**src/design/eeprom_client_pkg.sv**
```systemverilog
// Constants shared by the two-wire memory client front end
// How it works
// - Compare both chip address pins with select bits
// - Data changes only while clock low
// - Both lines high means idle bus
// - Data falling while clock high is start
// - Data rising while clock high is stop
// - One bit per clock, sampled while high
// - Acknowledge each received byte on ninth clock; the code withholds it for a data byte when the write queue is full
// - Busy programming withholds acks; poll needs same byte, but the code acks any matching control byte once idle
// - Acknowledge holds data low through clock high
// - Host nack ends read; device releases data
// - Control byte: code, selects, block, direction
// - Select bits must equal chip address pins
// - Block bit forms top array address bit
// - Direction bit one reads, zero writes
// - Two address bytes follow, high first
// - Ack only on matching code and selects
// - Sequential read wraps inside current half
// - Write protect high inhibits writes only
// - Write protect sampled at write stop
package eeprom_client_pkg;
    // Device code value is arbitrary
    localparam logic [3:0] DEVICE_CODE     = 4'h5;
    localparam int         CODE_MSB        = 7;
    localparam int         CODE_LSB        = 4;
    localparam int         SEL_HIGH_POS    = 3;
    localparam int         SEL_LOW_POS     = 2;
    localparam int         BLOCK_POS       = 1;
    localparam int         RW_POS          = 0;
    localparam int         ADDR_W          = 17;
    localparam int         DATA_W          = 8;
    localparam int         FIFO_DEPTH      = 8;
    localparam logic [2:0] BIT_LAST        = 3'h7;
    localparam logic [ADDR_W-1:0] ADDR_RST = 17'h00000;
endpackage

```
**src/design/stream_fifo.sv**
```systemverilog
// Small synchronous FIFO with valid and ready on both sides
`timescale 1ns/1ps
module stream_fifo #(
    parameter int WIDTH = 8,
    parameter int DEPTH = 8
) (
    input  wire logic             clk_i,
    input  wire logic             reset_i,
    input  wire logic [WIDTH-1:0] in_data_i,
    input  wire logic             in_valid_i,
    output logic                  in_ready_o,
    output logic      [WIDTH-1:0] out_data_o,
    output logic                  out_valid_o,
    input  wire logic             out_ready_i
);
    localparam int PW = $clog2(DEPTH);
    logic [WIDTH-1:0] mem [DEPTH];
    logic [PW-1:0]    wr_ptr;
    logic [PW-1:0]    rd_ptr;
    logic [PW:0]      count;
    // The output register counts as one of the DEPTH words
    wire              full = (count + (PW+1)'(out_valid_o)) == (PW+1)'(DEPTH);
    wire              push = in_valid_i && !full;
    wire              pop  = out_valid_o && out_ready_i;
    wire              refill = (count != '0) && (!out_valid_o || pop);

    assign in_ready_o = !full;

    always_ff @(posedge clk_i) begin
        if (push) begin
            mem[wr_ptr] <= in_data_i;
        end
    end

    // Output register keeps read data coming from a flip-flop
    always_ff @(posedge clk_i) begin
        if (reset_i) begin
            wr_ptr      <= '0;
            rd_ptr      <= '0;
            count       <= '0;
            out_valid_o <= 1'b0;
            out_data_o  <= '0;
        end else begin
            if (push) begin
                wr_ptr <= (wr_ptr == PW'(DEPTH-1)) ? '0 : wr_ptr + 1'b1;
            end
            if (refill) begin
                out_data_o <= mem[rd_ptr];
                rd_ptr     <= (rd_ptr == PW'(DEPTH-1)) ? '0 : rd_ptr + 1'b1;
            end
            if (refill) begin
                out_valid_o <= 1'b1;
            end else if (pop) begin
                out_valid_o <= 1'b0;
            end
            count <= count + (PW+1)'(push) - (PW+1)'(refill);
        end
    end
endmodule

```
**src/design/eeprom_bus_client.sv**
```systemverilog
// Two-wire bus client front end: conditions, acknowledge, control byte and address
`timescale 1ns/1ps
module eeprom_bus_client (
    input  wire logic        clk_i,
    input  wire logic        reset_i,
    input  wire logic        scl_i,
    input  wire logic        sda_i,
    output logic             sda_o,
    output logic             sda_oe_o,
    input  wire logic        chip_addr_pin_low_i,
    input  wire logic        chip_addr_pin_high_i,
    input  wire logic        write_protect_i,
    input  wire logic        prog_busy_i,
    input  wire logic [7:0]  rd_data_i,
    output logic             rd_req_o,
    output logic [16:0]      addr_o,
    output logic [7:0]       wr_data_o,
    output logic             wr_valid_o,
    input  wire logic        wr_ready_i,
    output logic             write_start_o,
    output logic             write_blocked_o,
    output logic             selected_o,
    output logic             bus_busy_o
);
    typedef enum logic [2:0] {
        ST_IDLE,
        ST_CTRL,
        ST_ADDR_HI,
        ST_ADDR_LO,
        ST_WDATA,
        ST_RDATA,
        ST_IGNORE
    } phase_e;

    // Two-stage synchronisers; meta stages are read only by the next stage
    logic scl_meta, scl_sync, scl_prev;
    logic sda_meta, sda_sync, sda_prev;
    logic pin_lo_meta, pin_lo_sync, pin_hi_meta, pin_hi_sync;
    logic wp_meta, wp_sync;

    always_ff @(posedge clk_i) begin
        if (reset_i) begin
            scl_meta    <= 1'b1;
            scl_sync    <= 1'b1;
            scl_prev    <= 1'b1;
            sda_meta    <= 1'b1;
            sda_sync    <= 1'b1;
            sda_prev    <= 1'b1;
            pin_lo_meta <= 1'b0;
            pin_lo_sync <= 1'b0;
            pin_hi_meta <= 1'b0;
            pin_hi_sync <= 1'b0;
            wp_meta     <= 1'b1;
            wp_sync     <= 1'b1;
        end else begin
            scl_meta    <= scl_i;
            scl_sync    <= scl_meta;
            scl_prev    <= scl_sync;
            sda_meta    <= sda_i;
            sda_sync    <= sda_meta;
            sda_prev    <= sda_sync;
            pin_lo_meta <= chip_addr_pin_low_i;
            pin_lo_sync <= pin_lo_meta;
            pin_hi_meta <= chip_addr_pin_high_i;
            pin_hi_sync <= pin_hi_meta;
            wp_meta     <= write_protect_i;
            wp_sync     <= wp_meta;
        end
    end

    wire scl_rise   = scl_sync && !scl_prev;
    wire scl_fall   = !scl_sync && scl_prev;
    wire start_seen = scl_sync && scl_prev && sda_prev && !sda_sync;
    wire stop_seen  = scl_sync && scl_prev && !sda_prev && sda_sync;

    phase_e      phase, next_phase;
    logic [2:0]  bit_cnt;
    logic [7:0]  shift;
    logic        ack_slot;
    logic        is_read;
    logic        block_bit;
    logic        wrote_data;
    logic        host_nack;
    logic [7:0]  tx_byte;
    logic [7:0]  poll_ctrl;
    logic        poll_valid;
    logic        ack_drive;
    logic        ack_pend;

    wire [7:0] rx_byte    = {shift[6:0], sda_sync};
    wire       code_ok    = rx_byte[eeprom_client_pkg::CODE_MSB:eeprom_client_pkg::CODE_LSB]
                            == eeprom_client_pkg::DEVICE_CODE;
    wire       sel_ok     = (rx_byte[eeprom_client_pkg::SEL_HIGH_POS] == pin_hi_sync)
                            && (rx_byte[eeprom_client_pkg::SEL_LOW_POS] == pin_lo_sync);
    wire       poll_ok    = !prog_busy_i || (poll_valid && rx_byte == poll_ctrl);
    // Busy device stays silent; once idle again any matching control byte is answered, poll byte not compared
    wire       ctrl_match = code_ok && sel_ok && !prog_busy_i && poll_ok;
    wire       byte_done  = scl_rise && !ack_slot && (bit_cnt == eeprom_client_pkg::BIT_LAST);
    wire       fifo_ready;
    wire       wdata_ok   = fifo_ready;

    // Phase that follows the byte now completing
    always_comb begin
        next_phase = phase;
        case (phase)
            ST_IDLE: begin
                next_phase = ST_IDLE;
            end
            ST_CTRL: begin
                if (!ctrl_match) begin
                    next_phase = ST_IGNORE;
                end else if (rx_byte[eeprom_client_pkg::RW_POS]) begin
                    next_phase = ST_RDATA;
                end else begin
                    next_phase = ST_ADDR_HI;
                end
            end
            ST_ADDR_HI: begin
                next_phase = ST_ADDR_LO;
            end
            ST_ADDR_LO: begin
                next_phase = ST_WDATA;
            end
            ST_WDATA: begin
                // Any number of data bytes may follow
                next_phase = ST_WDATA;
            end
            ST_RDATA: begin
                next_phase = ST_RDATA;
            end
            ST_IGNORE: begin
                next_phase = ST_IGNORE;
            end
            default: begin
                next_phase = ST_IDLE;
            end
        endcase
    end

    // Half wraps: block bit is held, only the low 16 bits advance
    wire [15:0] addr_next_low = addr_o[15:0] + 16'h0001;

    always_ff @(posedge clk_i) begin
        if (reset_i) begin
            phase           <= ST_IDLE;
            bit_cnt         <= '0;
            shift           <= '0;
            ack_slot        <= 1'b0;
            is_read         <= 1'b0;
            block_bit       <= 1'b0;
            wrote_data      <= 1'b0;
            host_nack       <= 1'b0;
            tx_byte         <= '0;
            poll_ctrl       <= '0;
            poll_valid      <= 1'b0;
            ack_drive       <= 1'b0;
            ack_pend        <= 1'b0;
            addr_o          <= eeprom_client_pkg::ADDR_RST;
            rd_req_o        <= 1'b0;
            write_start_o   <= 1'b0;
            write_blocked_o <= 1'b0;
            selected_o      <= 1'b0;
            bus_busy_o      <= 1'b0;
            sda_o           <= 1'b0;
            sda_oe_o        <= 1'b0;
        end else begin
            rd_req_o      <= 1'b0;
            write_start_o <= 1'b0;
            if (start_seen) begin
                phase      <= ST_CTRL;
                bit_cnt    <= '0;
                ack_slot   <= 1'b0;
                ack_pend   <= 1'b0;
                ack_drive  <= 1'b0;
                host_nack  <= 1'b0;
                sda_oe_o   <= 1'b0;
                bus_busy_o <= 1'b1;
                selected_o <= 1'b0;
            end else if (stop_seen) begin
                phase      <= ST_IDLE;
                bus_busy_o <= 1'b0;
                selected_o <= 1'b0;
                sda_oe_o   <= 1'b0;
                ack_drive  <= 1'b0;
                if (wrote_data) begin
                    write_blocked_o <= wp_sync;
                    write_start_o   <= !wp_sync;
                    poll_valid      <= !wp_sync;
                end
                wrote_data <= 1'b0;
            end else if (phase != ST_IDLE && phase != ST_IGNORE) begin
                if (byte_done) begin
                    shift    <= rx_byte;
                    ack_pend <= 1'b1;
                    phase    <= next_phase;
                    case (phase)
                        ST_CTRL: begin
                            ack_drive <= ctrl_match;
                            if (ctrl_match) begin
                                selected_o <= 1'b1;
                                block_bit  <= rx_byte[eeprom_client_pkg::BLOCK_POS];
                                is_read    <= rx_byte[eeprom_client_pkg::RW_POS];
                                poll_ctrl  <= rx_byte;
                                if (rx_byte[eeprom_client_pkg::RW_POS]) begin
                                    addr_o[16] <= rx_byte[eeprom_client_pkg::BLOCK_POS];
                                    rd_req_o   <= 1'b1;
                                end
                            end
                        end
                        ST_ADDR_HI: begin
                            addr_o    <= {block_bit, rx_byte, addr_o[7:0]};
                            ack_drive <= 1'b1;
                        end
                        ST_ADDR_LO: begin
                            addr_o[7:0] <= rx_byte;
                            ack_drive   <= 1'b1;
                        end
                        ST_WDATA: begin
                            ack_drive  <= wdata_ok;
                            wrote_data <= 1'b1;
                            if (wdata_ok) begin
                                addr_o[15:0] <= addr_next_low;
                            end
                        end
                        ST_RDATA: begin
                            // Our own byte: the host answers it
                            ack_drive <= 1'b0;
                        end
                        default: ack_drive <= 1'b0;
                    endcase
                end else if (scl_rise && !ack_slot && !ack_pend) begin
                    shift   <= rx_byte;
                    bit_cnt <= bit_cnt + 3'h1;
                end else if (scl_rise && ack_slot && phase == ST_RDATA && !ack_drive) begin
                    // Host answer to our byte; pointer moves on inside the half
                    host_nack    <= sda_sync;
                    addr_o[15:0] <= addr_next_low;
                    rd_req_o     <= !sda_sync;
                end

                // Drive changes only after a falling clock edge, so that a level
                // change never looks like a start or stop to other devices
                if (scl_fall) begin
                    if (ack_pend) begin
                        // Ninth clock begins: pull low to acknowledge, or let go
                        ack_pend <= 1'b0;
                        ack_slot <= 1'b1;
                        sda_oe_o <= ack_drive;
                        sda_o    <= 1'b0;
                    end else if (ack_slot) begin
                        // Ninth clock over: start the next byte out or release
                        ack_slot  <= 1'b0;
                        ack_drive <= 1'b0;
                        bit_cnt   <= '0;
                        if (phase == ST_RDATA && is_read && !host_nack) begin
                            sda_oe_o <= !rd_data_i[7];
                            sda_o    <= 1'b0;
                            tx_byte  <= {rd_data_i[6:0], 1'b0};
                        end else begin
                            sda_oe_o <= 1'b0;
                        end
                    end else if (phase == ST_RDATA && is_read && bit_cnt != 3'h0) begin
                        sda_oe_o <= !tx_byte[7];
                        sda_o    <= 1'b0;
                        tx_byte  <= {tx_byte[6:0], 1'b0};
                    end else begin
                        sda_oe_o <= 1'b0;
                    end
                end
            end
        end
    end

    // Received data bytes queue toward the array; a full queue withholds the ack
    stream_fifo #(
        .WIDTH (eeprom_client_pkg::DATA_W),
        .DEPTH (eeprom_client_pkg::FIFO_DEPTH)
    ) u_wr_fifo (
        .clk_i       (clk_i),
        .reset_i     (reset_i),
        .in_data_i   (rx_byte),
        .in_valid_i  (byte_done && phase == ST_WDATA && start_seen == 1'b0 && !stop_seen),
        .in_ready_o  (fifo_ready),
        .out_data_o  (wr_data_o),
        .out_valid_o (wr_valid_o),
        .out_ready_i (wr_ready_i)
    );
endmodule

```
**config.mk**
```make
export PLATFORM = sky130hd
export DESIGN_NAME = eeprom_bus_client
export DESIGN_NICKNAME = d
export VERILOG_FILES = /design/src/design/eeprom_client_pkg.sv /design/src/design/stream_fifo.sv /design/src/design/eeprom_bus_client.sv
export SDC_FILE = /design/constraint.sdc
export NUM_CORES = 1
export LEC_CHECK = 0
export ABC_AREA = 1
export BUFFER_PORTS_ARGS = -buffer_cell sky130_fd_sc_hd__buf_2
export CAP_MARGIN = 20
export CORE_ASPECT_RATIO = 1.25
export CORE_MARGIN = 2
export CORE_UTILIZATION = 28
export CTS_CLUSTER_SIZE = 30
export DETAILED_ROUTE_END_ITERATION = 16
export PLACE_DENSITY = 0.51
export SYNTH_ARGS = -nofsm -noshare
export SYNTH_HDL_FRONTEND = slang
export SYNTH_SLANG_ARGS = --single-unit
```
**constraint.sdc**
```tcl
create_clock -name clk_i -period 2.2 [get_ports clk_i]
set_input_delay 0.44 -clock clk_i [delete_from_list [all_inputs] [get_ports clk_i]]
set_output_delay 0.44 -clock clk_i [all_outputs]
set_load 0.01 [all_outputs]
```
==> run_results.csv <==
group,metric,value,unit
status,outcome,"complete, no violations",
power,p_int,5.29,mW
final_layout,design_area,8200,um^2
power,finalPower,7.71,mW
logic_synthesis,yosys_warnings,0,
placed_design,place_area,7410,um^2
routing,vias_per_cell,4.55,
final_layout,fill_cells,2378,
floorplanning,core_area,23000,um^2
routing,drc,0,
floorplanning,die-area,24600,um^2
global_routing,antenna_found_initial,0,
run,cap_violations,0,
logic_synthesis,syn-num-nets,805,
floorplanning,num_io_pins,50,
logic_synthesis,synthArstFlopShare,0,%
global_routing,grt_start_max_net_pins,35,
final_layout,final_common_cell,"nand2_1",
global_routing,use_met3,3.43,%
final_layout,antenna_cells,0,
final_layout,layout_common_cells,"nand2_1, nor2_1, dfxtp_1",
logic_synthesis,synthDistinctLibCells,38,
logic_synthesis,syn_avg_cell_area,8.49,um^2
clock_network,path_clk_slew,0.06,ns
routing,routedWlPerCell,14.1,um
logic_synthesis,synth_edf_count,64,
clock_network,cts_tree,"built",
worst_setup_path,path_class,"flip-flop to flip-flop",
global_routing,grt_pass1_wl,27.5,mm
sta,slew_viol_final,0,
global_routing,overflow,0,
final_layout,final_cells,1172,
routing,vias,5335,
logic_synthesis,yosysTopAreaCell,"edfxtp_1",
floorplanning,start_util,28.5,%
floorplanning,die_x,141,um
global_routing,grt_use_met1,17.5,%
clock_network,cts_root_buffer,"clkbuf_16",
clock_network,cts-htree-levels,4,
power,ir_worst_vdd,0.584,mV
logic_synthesis,ys_top_cells_by_area,"edfxtp_1, dfxtp_1, nand2_1",
power,p_comb_share,24.4,%
sta,max_slew_margin,57.0,%
floorplanning,die_height,175,um
clock_network,cts.path.max_buffers,2,
routing,drtAntennaViolNets,0,
logic_synthesis,ys_ff_latch,145,
sta,worst_slew_pin_slew,0.645,ns
placed_design,io_buffer_count,48,
logic_synthesis,ys_seq_area_share,54.2,%
power,p_clk_share,35.8,%
sta,fmax,480,MHz
routing,detail_route.iter0.violations,280,
worst_setup_path,required,2.53,ns
sta,post-route-period-util,94.7,%
min_path,hold_class,"input pin to flip-flop",
sta,rsz0062_at_grt,"yes",
global_routing,grt_use_total,14.2,%
sta,skew,0.00760,ns
placed_design,place_hpwl,11.6,mm
sta,timing.final.hold_violations,0,
logic_synthesis,syn_inst,771,
placed_design,place_inst,1130,
final_layout,nNetsFinal,905,
global_routing,gr-usage-met2,24.5,%
routing,dr.pass1.iters,4,
power,p_sw,2.42,mW
placed_design,gp_congestion,0.843,
worst_setup_path,cp-start-kind,"flip-flop",
power,pwr-share-seq,39.8,%
worst_setup_path,cp_max_fo,2,
clock_network,cts_made_buffers,17,
worst_setup_path,arrival,2.41,ns
logic_synthesis,synthFlopType,"dfxtp_1",
logic_synthesis,synth_top_area_share,29.4,%
logic_synthesis,syn_area,6540,um^2
worst_setup_path,cp-end-kind,"flip-flop",
global_routing,grt-busiest-layer,"met2",
routing,routed_wl,16.5,mm
power,p_leak,3.49,nW
clock_network,clock_latency,0.43,ns
final_layout,drive_gt1_share,21.8,%
sta,setup_viol_count_final,0,
power,power_density,941,nW/um^2
clock_network,clock-sinks,145,
final_layout,area_growth,25.3,%
floorplanning,rows,62,
clock_network,hold_buffers,0,
power,switching_share,31.4,%
final_layout,utilization,35.7,%
sta,min_period,2.08,ns
global_routing,grt_pass1_vias,5306,
[power groups by stage]
stage / combinational (mW) / clock (mW) / sequential, mW
after CTS: 1.76 / 2.83 / 3.06
after global placement: 1.69 / 0 / 3.11
after global routing: 2.18 / 2.94 / 3.09
after detailed placement: 1.70 / 0 / 3.11
after floorplan: 1.06 / 0 / 3.13
final: 1.88 / 2.76 / 3.07
[critical path, stage by stage (launching register included)]
cell and delay [ns]:
dfxtp_2 0.32, buf_4 0.10, inv_1 0.04, buf_4 0.13
ha_1 0.18, nand3_1 0.07, nand2_1 0.08, inv_2 0.08
ha_4 0.19, inv_2 0.06, ha_4 0.13, inv_2 0.04
fa_2 0.53, nor2_2 0.04
[area by class of cell]
type / instances / area [um^2] / share of cell area, %
Clock buffer: 18 / 429 / 5.23
Tap cell: 288 / 360 / 4.39
Clock inverter: 14 / 131 / 1.60
Multi-Input combinational cell: 523 / 2740 / 33.5
Sequential cell: 145 / 3550 / 43.3
Inverter: 77 / 289 / 3.52
Timing Repair Buffer: 107 / 697 / 8.50
[cells by family (layout without fill, tap and decap cells)]
family          after synthesis  after routing  share of synthesized area, %
compound gates              156            156                          13.1
flops                       145            145                          54.2
xor+xnor                      6              6                         0.803
fa+ha+maj                    17             17                          3.37
other cells                   1              1                        0.0573
mux                           1              1                         0.153
simple gates                342            342                          22.2
buf+inv                     103            216                          6.18
[synth_stat cells, types with 2 or more instances]
| master | number |
|---|---|
| nand2_1 | 143 |
| nor2_1 | 127 |
| clkbuf_1 | 16 |
| o21ai_0 | 74 |
| edfxtp_1 | 64 |
| a211oi_1 | 6 |
| nand4_1 | 7 |
| nand3_1 | 29 |
| nand2_2 | 3 |
| o211ai_1 | 17 |
| buf_4 | 2 |
| a21oi_1 | 54 |
| dfxtp_1 | 81 |
| nand3_2 | 5 |
| buf_2 | 2 |
| xor2_1 | 5 |
| nor3_1 | 14 |
| inv_1 | 71 |
| inv_2 | 6 |
| ha_1 | 16 |
| buf_1 | 5 |
| or2_2 | 6 |
| nor2_2 | 3 |
[flip-flops by register name, indices dropped and copies added (netlist names), 2 cells and up]
signal / cells
poll_ctrl: 2
u_wr_fifo.rd_ptr: 3
u_wr_fifo.wr_ptr: 3
u_wr_fifo.count: 4
shift: 7
u_wr_fifo.out_data_o: 8
u_wr_fifo.mem: 64
addr_o: 17
bit_cnt: 3
phase: 3
tx_byte: 7
[metal layers]
metal  vias up  wire length, um  share of wire (%)
met5         -                0                  0
met4         0              282                1.7
met3        20              449                2.7
met2        69             8200                 50
met1      2474             7610                 46
li1       2772                -                  -
[timing repair]
action	in CTS	in global routing
resized for setup	10	31
buffers inserted	10	0
pin swaps	5	10
endpoints found under the setup margin	35	46
[metrics by stage]
step	setup TNS, ns	setup slack (ns)	hold slack, ns
floorplan	-6.58	-0.111	0.388
global placement	-12.34	-0.353	0.392
detailed placement	-10.86	-0.372	0.397
CTS	0	0.00208	0.178
global route	-0.0280	-0.0167	0.188
finish	0	0.117	0.189
[worst paths after layout]
path                                      start                             to  slack, ns  cells after the start
setup / recovery  u_wr_fifo.count[2]$_SDFF_PP0_  u_wr_fifo.count[1]$_SDFF_PP0_       0.12                     13
hold / removal                  write_protect_i             wp_meta$_SDFF_PP1_       0.19                      2
setup reg to reg  u_wr_fifo.count[2]$_SDFF_PP0_  u_wr_fifo.count[1]$_SDFF_PP0_       0.12                     13
hold reg to reg              wp_meta$_SDFF_PP1_             wp_sync$_SDFF_PP1_       0.41                      1
No activity file was read; power rests on OpenSTA's default activity.
